$ cat src/rtl/ccpu_pkg.sv
// Constants shared by the capture/compare/PWM unit
package ccpu_pkg;
  // Register indices; byte address is four times the index
  localparam int unsigned CCPU_ADDR_W = 10;
  localparam logic [7:0] CCPU_IDX_PIN_DATA = 8'h07;
  localparam logic [7:0] CCPU_IDX_IRQ_FLAGS = 8'h0C;
  localparam logic [7:0] CCPU_IDX_VALUE_LOW = 8'h15;
  localparam logic [7:0] CCPU_IDX_VALUE_HIGH = 8'h16;
  localparam logic [7:0] CCPU_IDX_CONTROL = 8'h17;
  localparam logic [7:0] CCPU_IDX_PIN_DIR = 8'h87;
  localparam logic [7:0] CCPU_IDX_IRQ_ENABLES = 8'h8C;
  // Field positions
  localparam int unsigned CCPU_PIN_BIT = 2;
  localparam int unsigned CCPU_FLAG_BIT = 2;
  localparam int unsigned CCPU_DUTY_LSB = 4;
  localparam int unsigned CCPU_CTRL_W = 6;
  // Mode field codes
  localparam logic [3:0] CCPU_MODE_OFF = 4'h0;
  localparam logic [1:0] CCPU_GRP_CAPTURE = 2'h1;
  localparam logic [1:0] CCPU_GRP_COMPARE = 2'h2;
  localparam logic [1:0] CCPU_GRP_PWM = 2'h3;
  localparam logic [1:0] CCPU_CAP_FALL = 2'h0;
  localparam logic [1:0] CCPU_CAP_RISE = 2'h1;
  localparam logic [1:0] CCPU_CAP_RISE4 = 2'h2;
  localparam logic [1:0] CCPU_CAP_RISE16 = 2'h3;
  localparam logic [1:0] CCPU_CMP_SET = 2'h0;
  localparam logic [1:0] CCPU_CMP_CLEAR = 2'h1;
  localparam logic [1:0] CCPU_CMP_SWINT = 2'h2;
  localparam logic [1:0] CCPU_CMP_TRIGGER = 2'h3;
  // Prescaler terminal counts
  localparam logic [3:0] CCPU_PRE4_LAST = 4'h3;
  localparam logic [3:0] CCPU_PRE16_LAST = 4'hF;
  // Reset values
  localparam logic [CCPU_CTRL_W-1:0] CCPU_CTRL_RST = 6'h00;
  localparam logic [7:0] CCPU_VALUE_RST = 8'h00;
  localparam logic CCPU_DIR_RST = 1'b1;
  localparam logic CCPU_PIN_DATA_RST = 1'b0;
  localparam logic CCPU_FLAG_RST = 1'b0;
  localparam logic CCPU_ENABLE_RST = 1'b0;
  localparam logic [31:0] CCPU_RDATA_RST = 32'h0000_0000;
endpackage : ccpu_pkg

$ cat src/rtl/ccpu_capture_event.sv
// Pin synchroniser, edge detector and capture prescaler
`timescale 1ns/1ps
`default_nettype none
module ccpu_capture_event
  import ccpu_pkg::*;
(
  input wire logic pclk,
  input wire logic presetn,
  input wire logic ce,
  input wire logic pin_async,
  input wire logic capture_en,
  input wire logic [1:0] edge_sel,
  output logic pin_level,
  output logic capture_evt
);
  logic sync1;
  logic sync2;
  logic prev;
  logic [3:0] pre_count;
  logic rise;
  logic fall;
  logic [3:0] last;

  always_ff @(posedge pclk or negedge presetn) begin
    if (!presetn) begin
      sync1 <= 1'b0;
      sync2 <= 1'b0;
      prev <= 1'b0;
    end else if (ce) begin
      sync1 <= pin_async;
      sync2 <= sync1;
      prev <= sync2;
    end
  end

  assign pin_level = sync2;
  assign rise = sync2 & ~prev;
  assign fall = ~sync2 & prev;
  assign last = (edge_sel == CCPU_CAP_RISE16) ? CCPU_PRE16_LAST : CCPU_PRE4_LAST;

  // Counter held clear outside capture mode
  always_ff @(posedge pclk or negedge presetn) begin
    if (!presetn) begin
      pre_count <= 4'h0;
    end else if (ce) begin
      if (!capture_en) begin
        pre_count <= 4'h0;
      end else if (rise && edge_sel[1]) begin
        pre_count <= (pre_count >= last) ? 4'h0 : pre_count + 4'h1;
      end
    end
  end

  always_comb begin
    capture_evt = 1'b0;
    if (capture_en && ce) begin
      case (edge_sel)
        CCPU_CAP_FALL: capture_evt = fall;
        CCPU_CAP_RISE: capture_evt = rise;
        default: capture_evt = rise && (pre_count >= last);
      endcase
    end
  end
endmodule : ccpu_capture_event
`default_nettype wire

$ cat src/rtl/ccpu_unit.sv
// Capture/compare/PWM unit with APB register access
//
// Functional notes
// - 16-bit value as low and high bytes
// - timer one for capture/compare, timer two PWM
// - mode 0000 turns unit off, resets state
// - codes 0100-0111 select capture edge prescale
// - codes 1000-1011 select compare actions, flag set
// - upper mode bits both one select PWM
// - control bits 5:4 are duty LSBs
// - capture copies timer one count
// - capture sets flag, only software clears
// - new capture overwrites unread value
// - output pin data can cause capture
// - mode change may raise spurious flag
// - prescaler cleared outside capture mode
// - prescale switch keeps counter, may interrupt
// - compare every cycle, act on pin, flag
// - control write of zero clears output latch
// - trigger match resets timer one count
// - trigger starts conversion when converter enabled
// - trigger does not set timer one overflow
// - PWM output with 10-bit duty
// - period end clears, sets pin unless duty is zero, latches duty
// - duty match clears pin, over-period never
// - high byte read-only in PWM, double buffered
`timescale 1ns/1ps
`default_nettype none
module ccpu_unit
  import ccpu_pkg::*;
(
  input wire logic pclk,
  input wire logic presetn,
  input wire logic ce,
  input wire logic psel,
  input wire logic penable,
  input wire logic pwrite,
  input wire logic [CCPU_ADDR_W-1:0] paddr,
  input wire logic [31:0] pwdata,
  output logic [31:0] prdata,
  output logic pready,
  output logic pslverr,
  input wire logic [15:0] timer_one_count,
  input wire logic [7:0] timer_two_count,
  input wire logic [7:0] timer_two_period,
  input wire logic timer_two_tick,
  input wire logic [1:0] pwm_sub_bits,
  input wire logic adc_enabled,
  input wire logic unit_pin_in,
  output logic unit_pin_out,
  output logic unit_pin_oe_n,
  output logic timer_one_reset,
  output logic adc_start,
  output logic unit_irq_flag,
  output logic unit_irq_enable
);
  logic [7:0] idx;
  logic addr_hit;
  logic wr_en;
  logic rd_setup;
  logic wr_ctrl;
  logic [7:0] value_low;
  logic [7:0] value_high;
  logic [CCPU_CTRL_W-1:0] control;
  logic pin_dir_bit;
  logic pin_data_bit;
  logic out_latch;
  logic [1:0] duty_latch;
  logic match_q;
  logic [3:0] mode;
  logic is_off;
  logic is_capture;
  logic is_compare;
  logic is_pwm;
  logic pin_level;
  logic capture_evt;
  logic cmp_hit;
  logic cmp_evt;
  logic period_end;
  logic duty_match;
  logic [9:0] next_duty;
  logic [31:0] next_rdata;

  // Bus decode
  assign idx = paddr[CCPU_ADDR_W-1:2];
  assign pready = ce;
  assign wr_en = psel & penable & pwrite & ce;
  assign rd_setup = psel & ~penable & ~pwrite & ce;
  assign wr_ctrl = wr_en && (idx == CCPU_IDX_CONTROL);

  always_comb begin
    case (idx)
      CCPU_IDX_PIN_DATA,
      CCPU_IDX_IRQ_FLAGS,
      CCPU_IDX_VALUE_LOW,
      CCPU_IDX_VALUE_HIGH,
      CCPU_IDX_CONTROL,
      CCPU_IDX_PIN_DIR,
      CCPU_IDX_IRQ_ENABLES: addr_hit = 1'b1;
      default: addr_hit = 1'b0;
    endcase
  end

  assign pslverr = psel & penable & ~addr_hit;

  // Mode decode
  assign mode = control[3:0];
  assign is_off = (mode == CCPU_MODE_OFF);
  assign is_capture = (mode[3:2] == CCPU_GRP_CAPTURE);
  assign is_compare = (mode[3:2] == CCPU_GRP_COMPARE);
  assign is_pwm = (mode[3:2] == CCPU_GRP_PWM);

  ccpu_capture_event u_event (
    .pclk(pclk),
    .presetn(presetn),
    .ce(ce),
    .pin_async(unit_pin_in),
    .capture_en(is_capture),
    .edge_sel(mode[1:0]),
    .pin_level(pin_level),
    .capture_evt(capture_evt)
  );

  // Compare against timer one, one event per match
  assign cmp_hit = is_compare && ({value_high, value_low} == timer_one_count);
  assign cmp_evt = cmp_hit & ~match_q & ce;

  always_ff @(posedge pclk or negedge presetn) begin
    if (!presetn) begin
      match_q <= 1'b0;
    end else if (ce) begin
      match_q <= cmp_hit;
    end
  end

  // PWM period boundary and duty compare on timer two
  assign period_end = is_pwm && timer_two_tick && (timer_two_count == timer_two_period);
  assign duty_match = is_pwm && ({value_high, duty_latch} == {timer_two_count, pwm_sub_bits});
  assign next_duty = {value_low, control[CCPU_DUTY_LSB+1:CCPU_DUTY_LSB]};

  // Value low byte
  always_ff @(posedge pclk or negedge presetn) begin
    if (!presetn) begin
      value_low <= CCPU_VALUE_RST;
    end else if (ce) begin
      if (capture_evt) begin
        value_low <= timer_one_count[7:0];
      end else if (wr_en && idx == CCPU_IDX_VALUE_LOW) begin
        value_low <= pwdata[7:0];
      end
    end
  end

  // Value high byte, duty buffer in PWM mode
  always_ff @(posedge pclk or negedge presetn) begin
    if (!presetn) begin
      value_high <= CCPU_VALUE_RST;
    end else if (ce) begin
      if (capture_evt) begin
        value_high <= timer_one_count[15:8];
      end else if (period_end) begin
        value_high <= value_low;
      end else if (wr_en && idx == CCPU_IDX_VALUE_HIGH && !is_pwm) begin
        value_high <= pwdata[7:0];
      end
    end
  end

  // Two-bit duty latch
  always_ff @(posedge pclk or negedge presetn) begin
    if (!presetn) begin
      duty_latch <= 2'h0;
    end else if (ce) begin
      if (is_off) begin
        duty_latch <= 2'h0;
      end else if (period_end) begin
        duty_latch <= control[CCPU_DUTY_LSB+1:CCPU_DUTY_LSB];
      end
    end
  end

  // Control register
  always_ff @(posedge pclk or negedge presetn) begin
    if (!presetn) begin
      control <= CCPU_CTRL_RST;
    end else if (wr_ctrl) begin
      control <= pwdata[CCPU_CTRL_W-1:0];
    end
  end

  // Pin direction and pin data latches
  always_ff @(posedge pclk or negedge presetn) begin
    if (!presetn) begin
      pin_dir_bit <= CCPU_DIR_RST;
    end else if (wr_en && idx == CCPU_IDX_PIN_DIR) begin
      pin_dir_bit <= pwdata[CCPU_PIN_BIT];
    end
  end

  always_ff @(posedge pclk or negedge presetn) begin
    if (!presetn) begin
      pin_data_bit <= CCPU_PIN_DATA_RST;
    end else if (wr_en && idx == CCPU_IDX_PIN_DATA) begin
      pin_data_bit <= pwdata[CCPU_PIN_BIT];
    end
  end

  // Compare and PWM output latch
  always_ff @(posedge pclk or negedge presetn) begin
    if (!presetn) begin
      out_latch <= 1'b0;
    end else if (ce) begin
      if (is_off) begin
        out_latch <= 1'b0;
      end else if (cmp_evt && mode[1:0] == CCPU_CMP_SET) begin
        out_latch <= 1'b1;
      end else if (cmp_evt && mode[1:0] == CCPU_CMP_CLEAR) begin
        out_latch <= 1'b0;
      end else if (period_end) begin
        out_latch <= (next_duty != 10'h000);
      end else if (duty_match) begin
        out_latch <= 1'b0;
      end
    end
  end

  // Pin drive: direction bit low drives the pin
  assign unit_pin_oe_n = pin_dir_bit;
  assign unit_pin_out = mode[3] ? out_latch : pin_data_bit;

  // Special event trigger; no timer one overflow flag here
  always_ff @(posedge pclk or negedge presetn) begin
    if (!presetn) begin
      timer_one_reset <= 1'b0;
      adc_start <= 1'b0;
    end else if (ce) begin
      timer_one_reset <= cmp_evt && mode[1:0] == CCPU_CMP_TRIGGER;
      adc_start <= cmp_evt && mode[1:0] == CCPU_CMP_TRIGGER && adc_enabled;
    end
  end

  // Unit flag: a hardware set wins over a software clear
  always_ff @(posedge pclk or negedge presetn) begin
    if (!presetn) begin
      unit_irq_flag <= CCPU_FLAG_RST;
    end else if (ce) begin
      if (capture_evt || cmp_evt) begin
        unit_irq_flag <= 1'b1;
      end else if (wr_en && idx == CCPU_IDX_IRQ_FLAGS) begin
        unit_irq_flag <= pwdata[CCPU_FLAG_BIT];
      end
    end
  end

  always_ff @(posedge pclk or negedge presetn) begin
    if (!presetn) begin
      unit_irq_enable <= CCPU_ENABLE_RST;
    end else if (wr_en && idx == CCPU_IDX_IRQ_ENABLES) begin
      unit_irq_enable <= pwdata[CCPU_FLAG_BIT];
    end
  end

  // Read data, sampled in the setup cycle
  always_comb begin
    next_rdata = CCPU_RDATA_RST;
    case (idx)
      CCPU_IDX_PIN_DATA: next_rdata[CCPU_PIN_BIT] = pin_dir_bit ? pin_level : pin_data_bit;
      CCPU_IDX_IRQ_FLAGS: next_rdata[CCPU_FLAG_BIT] = unit_irq_flag;
      CCPU_IDX_VALUE_LOW: next_rdata[7:0] = value_low;
      CCPU_IDX_VALUE_HIGH: next_rdata[7:0] = value_high;
      CCPU_IDX_CONTROL: next_rdata[CCPU_CTRL_W-1:0] = control;
      CCPU_IDX_PIN_DIR: next_rdata[CCPU_PIN_BIT] = pin_dir_bit;
      CCPU_IDX_IRQ_ENABLES: next_rdata[CCPU_FLAG_BIT] = unit_irq_enable;
      default: next_rdata = CCPU_RDATA_RST;
    endcase
  end

  always_ff @(posedge pclk or negedge presetn) begin
    if (!presetn) begin
      prdata <= CCPU_RDATA_RST;
    end else if (rd_setup) begin
      prdata <= next_rdata;
    end
  end
endmodule : ccpu_unit
`default_nettype wire

$ cat config.mk
export PLATFORM = sky130hd
export DESIGN_NAME = ccpu_unit
export DESIGN_NICKNAME = d
export VERILOG_FILES = /design/src/rtl/ccpu_pkg.sv /design/src/rtl/ccpu_capture_event.sv /design/src/rtl/ccpu_unit.sv
export SDC_FILE = /design/constraint.sdc
export NUM_CORES = 1
export LEC_CHECK = 0
export BUFFER_PORTS_ARGS = -buffer_cell sky130_fd_sc_hd__buf_2
export CAP_MARGIN = 5
export CORE_ASPECT_RATIO = 0.75
export CORE_UTILIZATION = 50
export CTS_CLUSTER_DIAMETER = 150
export DETAILED_ROUTE_END_ITERATION = 7
export PLACE_DENSITY_LB_ADDON = 0.3
export SLEW_MARGIN = 10
export SYNTH_ARGS = -nofsm -noshare
export SYNTH_HDL_FRONTEND = slang
export SYNTH_HIERARCHICAL = 1
export SYNTH_SLANG_ARGS = --single-unit
$ cat constraint.sdc
create_clock -name pclk -period 3.11 [get_ports pclk]
set_clock_uncertainty 0.15 [all_clocks]
set_input_delay 0.1555 -clock pclk [delete_from_list [all_inputs] [get_ports pclk]]
set_output_delay 0.1555 -clock pclk [all_outputs]
set_load 0.005 [all_outputs]
After elaboration in Yosys (flattened, before gate mapping)
Cells that the tools add are included.
{"block": "classes", "add_sub_neg": 1, "magnitude_cmp": 1, "n_eq_ne": 16, "n_mux": 27, "n_bitwise": 17, "n_reduce_logical": 36}
{"cell": "2-to-1 mux 8 bit", "n": 5}
{"cell": "== test 8 x 5 -> 1 bit, second input constant", "n": 3}
{"cell": "logical AND 1 bit", "n": 19}
{"cell": "== test 16 bit", "n": 1}
{"cell": "== test 8 bit, second input constant", "n": 2}
{"cell": "2-to-1 mux 4 bit", "n": 4}
{"cell": "AND reduction 2 bit", "n": 6}
{"cell": "bitwise AND 1 bit", "n": 11}
{"cell": "2-to-1 mux 1 bit", "n": 11}
{"cell": "== test 10 bit", "n": 1}
{"cell": "nonzero test 10 bit", "n": 1}
{"cell": "case mux 3 bit (3 select lines)", "n": 1}
{"cell": "== test 8 x 3 -> 1 bit, second input constant", "n": 1}
{"cell": "== test 8 x 4 -> 1 bit, second input constant", "n": 1}
{"cell": "== test 8 bit", "n": 1}
{"cell": "case mux 1 bit (7 select lines)", "n": 1}
{"cell": "OR reduction 7 bit", "n": 1}
{"cell": "== test 2 bit, second input constant", "n": 3}
{"cell": "inverter 1 bit", "n": 6}
{"cell": "case mux 2 bit (3 select lines)", "n": 1}
{"cell": "nonzero test 2 bit", "n": 3}
{"cell": "nonzero test 5 bit", "n": 1}
{"cell": "adder 4 x 1 -> 4 bit, second input constant", "n": 1}
{"cell": "== test 2 x 1 -> 1 bit, second input constant", "n": 2}
{"cell": "other kinds (10)", "n": 11}
{"block": "word_totals", "ff_bits": 47, "inputBits": 85, "out_inout_bits": 40, "word_cells": 115}

Depth between registers and ports, before layout
{"block": "depth", "depth_word": 9, "ltp_mapped": 11, "depth_no_buf": 10}

Modules after synthesis
Netlist, hierarchy kept.
{"mod": "ccpu_unit", "instances": 1, "cells_per_inst": 298, "area_per_inst_um2": 2895.3, "seq_area_each_um2": 1002.2}
{"mod": "ccpu_capture_event", "instances": 1, "cells_per_inst": 44, "area_per_inst_um2": 449.2, "seq_area_each_um2": 175.2}

Worst setup path before layout
No wires, ideal clock.
{"block": "synth_path", "path_kind": "register to register", "startpoint": "reg control[1]", "endpoint": "reg value_high[0]", "setup_ps": 123, "t_arrival_ps": 2315, "required_time_ps": 2837, "path_slack_ps": 522, "stages_incl_launch_ff": 12, "path_buffers": 1, "synth_period_minus_slack_ps": 2588, "cell_sequence": "dfrtp_1 -> nand2_1 -> ha_1 -> a21o_1 -> a21oi_2 -> o22ai_1 -> and3_1 -> a41o_1 -> a32oi_2 -> or2_1 -> buf_6 -> o21ai_2"}
{"block": "synth_between", "elab_chain_cells": 8, "word_cells_on_any_way": 11, "cone_classes": "order compare (1); eq/ne (2); mux (4); reduce/logical (4)"}
{"item": "start, declared", "line": "ccpu_unit.sv:64", "text": "logic [CCPU_CTRL_W-1:0] control;"}
{"item": "start signal, assigned", "line": "ccpu_unit.sv:187", "text": "control <= pwdata[CCPU_CTRL_W-1:0];"}
{"item": "== test 2 bit", "line": "ccpu_capture_event.sv:39", "text": "assign last = (edge_sel == CCPU_CAP_RISE16) ? CCPU_PRE16_LAST : CCPU_PRE4_LAST;"}
{"item": "2-to-1 mux 4 bit", "line": "ccpu_capture_event.sv:39"}
{"item": ">= comparator 4 bit", "line": "ccpu_capture_event.sv:60", "text": "default: capture_evt = rise && (pre_count >= last);"}
{"item": "logical AND 1 bit", "line": "ccpu_capture_event.sv:60"}
{"item": "case mux 1 bit (2 select lines) (*)", "line": "ccpu_capture_event.sv:57", "text": "case (edge_sel)"}
{"item": "2-to-1 mux 1 bit (*)", "line": "ccpu_capture_event.sv:56", "text": "if (capture_en && ce) begin"}
{"item": "net capture_evt", "line": "ccpu_unit.sv:76", "text": "logic capture_evt;"}
{"item": "nonzero test 3 bit (no line)"}
{"item": "AND reduction 2 bit (no line)"}
{"item": "end signal, assigned", "line": "ccpu_unit.sv:160", "text": "value_high <= timer_one_count[15:8];"}
{"item": "end signal, assigned", "line": "ccpu_unit.sv:162", "text": "value_high <= value_low;"}
{"item": "end signal, assigned", "line": "ccpu_unit.sv:164", "text": "value_high <= pwdata[7:0];"}
{"item": "end, declared", "line": "ccpu_unit.sv:63", "text": "logic [7:0] value_high;"}
The timed path passes the listed nets; every way through them passes the cells marked *.
A chain may end at the register's enable or synchronous reset.

Worst setup path in the final report
{"block": "layout_path", "startpoint": "reg u_event.pre_count[2]", "endpoint": "reg value_high[0]"}
{"block": "layout_between", "elab_chain_cells": 6, "word_cells_on_any_way": 7, "cone_classes": "order compare (1); mux (3); reduce/logical (3)"}
{"item": "start, declared", "line": "ccpu_capture_event.sv:19", "text": "logic [3:0] pre_count;"}
{"item": "start signal, assigned", "line": "ccpu_capture_event.sv:49", "text": "pre_count <= (pre_count >= last) ? 4'h0 : pre_count + 4'h1;"}
{"item": ">= comparator 4 bit (*)", "line": "ccpu_capture_event.sv:60"}
{"item": "logical AND 1 bit (*)", "line": "ccpu_capture_event.sv:60"}
{"item": "case mux 1 bit (2 select lines) (*)", "line": "ccpu_capture_event.sv:57"}
{"item": "2-to-1 mux 1 bit (*)", "line": "ccpu_capture_event.sv:56"}
{"item": "net capture_evt", "line": "ccpu_unit.sv:76"}
{"item": "nonzero test 3 bit (no line)"}
{"item": "AND reduction 2 bit (no line)"}
Marked as above.

==> impl_metrics.toml <==
[outcome]
status = "completed"

[route]
routed_wl_um = 8480
top_layer = "met4"
met1_length_um = 3820
drt_iter0_drc = 208
drtAntennaViolNets = 0
drt-pass1-iter-count = 4
viasPerCell = 5.69
wl_per_cell_um = 16.8
met3WireLength_um = 848
drc_errors = 0
vias = 2873
wl_met2_um = 3750

[layout]
fin_util_pct = 60.4
final_cells = 505
syn2layout_area_growth_pct = 15.3
drive_gt1_share_pct = 29.7
fin_nets = 512
fillers = 564
layout_common_cells = "buf_2, dfrtp_1, nand2_1, conb_1, xor2_1"
insertedDiodeCount = 0
final_common_cell = "buf_2"

[yosys]
synthDistinctLibCells = 66
synth_seq_area_share_pct = 35.2
synth_cells = 342
synth_area_mm2 = 0.00334
ys.flop_type = "dfrtp_1"
synthArstFlopShare_pct = 100
yosys_warnings = 6
syn_avg_cell_area_um2 = 9.78
synth_seq_cells = 47
synth_edf_count = 0

[setup_path]
worstPathRequired_ns = 3.14
crit_type = "reg2reg"
critical_path_buf_inv_count = 0
worstPathArrival_ns = 2.73
crit_chain = "ha_1 -> a21o_1 -> a21oi_2 -> o22ai_1 -> and3_1 -> a41o_1 -> a32oi_2 -> or2_1 -> o21ai_2"
worst_setup_path_start_kind = "flip-flop"
path_delay_family = "compound AO/OA/AOI/OAI gates"
path_max_fanout = 8
endpoint_kind = "flip-flop"
slowest_stage = "dfrtp_1"
max_stage_delay_ns = 0.42

[clock_network]
insertion_delay_ns = 0.30
cts_tree = "done"
cts.htree.levels = 2
cts-resized-gates = 0
cts_buffers = 5
cts_num_sinks = 47
root_buffer = "clkbuf_8"
cts.clk_slew.worst_paths_ns = 0.09
clockBufferDepth = 2

[placed_design]
port_buffers = 74
post-place-cells = 489
dp.final_hpwl_um = 6470
dpl_worst_slack_ns = 0.444
gp_congestion = 0.861

[pwr]
powerDensity_mw_per_mm2 = 315
pwr-share-clk_pct = 31.4
p_int_uw = 883
sw_frac_of_total_pct = 27.2
leakage_nw = 1.89
seq_power_share_pct = 53.0
p_comb_share_pct = 15.6
p_sw_uw = 331
vdd_drop_max_mv = 0.199

[worst_hold_path]
hp-class = "in2reg"

[sta]
min_period_ns = 2.71
finalHoldViolations = 0
fin_hold_ws_ns = 0.00924
fmax_mhz = 370
setup_ws_ns = 0.405
slew_violations = 0
setup_violations = 0
rsz0062_at_grt = "no"
finalCritPeriodShare_pct = 87.0
slew_headroom_pct = 27.6
setup-tns-final_ns = 0
tightest_slew_ns = 1.09

[floorplanning]
io_pins = 125
die_w_um = 96.4
dieArea_mm2 = 0.00702
rows = 25
die_y_um = 72.8
initial_utilization_pct = 52.4
core_area_mm2 = 0.00638

[global_route]
grt_first_pass_wirelength_um = 13000
grt_overflow = 0
antenna_found_initial = 0
grt_pass1_vias = 2538
grt_use_total_pct = 25.0
grt_max_degree = 48

[flow_run]
cap_violations = 0
cell usage after synthesis, drive strengths merged, types with 4 or more instances:
library cell,number,area (um2)
a22oi,7,52.6
nor3,12,87.6
a32oi,4,42.6
nand3,8,40.0
clkbuf,5,18.8
buf,32,251
a21oi,21,116
nand3b,4,30.0
mux2i,16,160
dfrtp,46,1150
xor2,22,193
xnor2,12,105
nor4,7,56.3
and3,11,68.8
inv,7,26.3
nand4,7,50.1
mux2,13,146
nor2,14,57.6
o21ai,15,101
nand2,24,90.1
nand2b,4,25.0
a22o,9,87.6
layout make-up:
type | instances | area, um2 | share of cell area (%)
Timing Repair Buffer | 89 | 505 | 13.1
Clock inverter | 1 | 5.00 | 0.130
Tap cell | 81 | 101 | 2.63
Inverter | 7 | 26.3 | 0.682
Multi-Input combinational cell | 274 | 1960 | 50.8
Clock buffer | 6 | 82.6 | 2.14
Sequential cell | 47 | 1180 | 30.5
logic make-up after synthesis:
kind of cell             Yosys count  share of synthesized area, %
AND/OR/NAND/NOR                  109                          19.7
AO/OA/AOI/OAI                     75                          16.9
flip-flops                        47                          35.2
buffers and inverters             44                          8.87
XOR/XNOR                          34                          8.90
multiplexers                      29                          9.17
adder cells (fa/ha/maj)            3                          1.12
other                              1                         0.112
path summary, 6_finish.rpt:
check | from | to | slack (ns) | depth (start not counted)
setup / recovery | u_event/pre_count[2] | value_high[0] | 0.40 | 9
hold / removal | pwdata[6] | value_high[6] | 0.009 | 3
setup reg to reg | u_event/pre_count[2] | value_high[0] | 0.40 | 9
hold reg to reg | prdata[6] | prdata[6] | 0.34 | 2
max in group asynchronous | presetn | u_event/sync1 | 1.69 | 2
min in group asynchronous | presetn | prdata[2] | 0.44 | 2
power groups by stage:
stage | combinational, mW | clock (mW) | sequential [mW]
floorplan | 0.120 | 0 | 0.648
global placement | 0.177 | 0 | 0.654
detailed placement | 0.180 | 0 | 0.655
CTS | 0.190 | 0.388 | 0.643
global route | 0.212 | 0.417 | 0.646
finish | 0.189 | 0.381 | 0.644
what timing repair did:
item,CTS,global route
endpoints found under the setup margin,0,0
hold buffers,9,0
buffers inserted,0,0
hold endpoints to repair,54,0
metrics by stage:
step	area (um2)	total power [mW]
detailed placement	3680	0.835
global route	3850	1.27
floorplan	3430	0.768
finish	3850	1.21
global placement	3680	0.831
CTS	3850	1.22
sequential cells by signal, indices dropped and copies added, names as in the netlist:
register / cells
prdata: 8
timer_one_reset: 1
unit_pin_oe_n: 1
u_event/pin_level: 1
match_q: 1
value_low: 8
control: 6
u_event/pre_count: 4
value_high: 8
u_event/sync1: 1
adc_start: 1
duty_latch: 2
pin_data_bit: 1
unit_irq_flag: 1
out_latch: 1
unit_irq_enable: 1
u_event/prev: 1
worst register-to-register path, stage by stage, from the launching register on:
cell	delay [ns]
dfrtp_1	0.42
ha_1	0.31
a21o_1	0.19
a21oi_2	0.20
o22ai_1	0.10
and3_1	0.24
a41o_1	0.24
a32oi_2	0.20
or2_1	0.41
o21ai_2	0.11
layer usage:
| metal | global-route usage [%] | vias up |
|---|---|---|
| li1 | - | 1382 |
| met1 | 38.5 | 1346 |
| met2 | 36.7 | 137 |
| met3 | 4.27 | 8 |
| met4 | 5.07 | 0 |
| met5 | 0 | - |
Note: power is estimated with default switching activity, not from simulation.
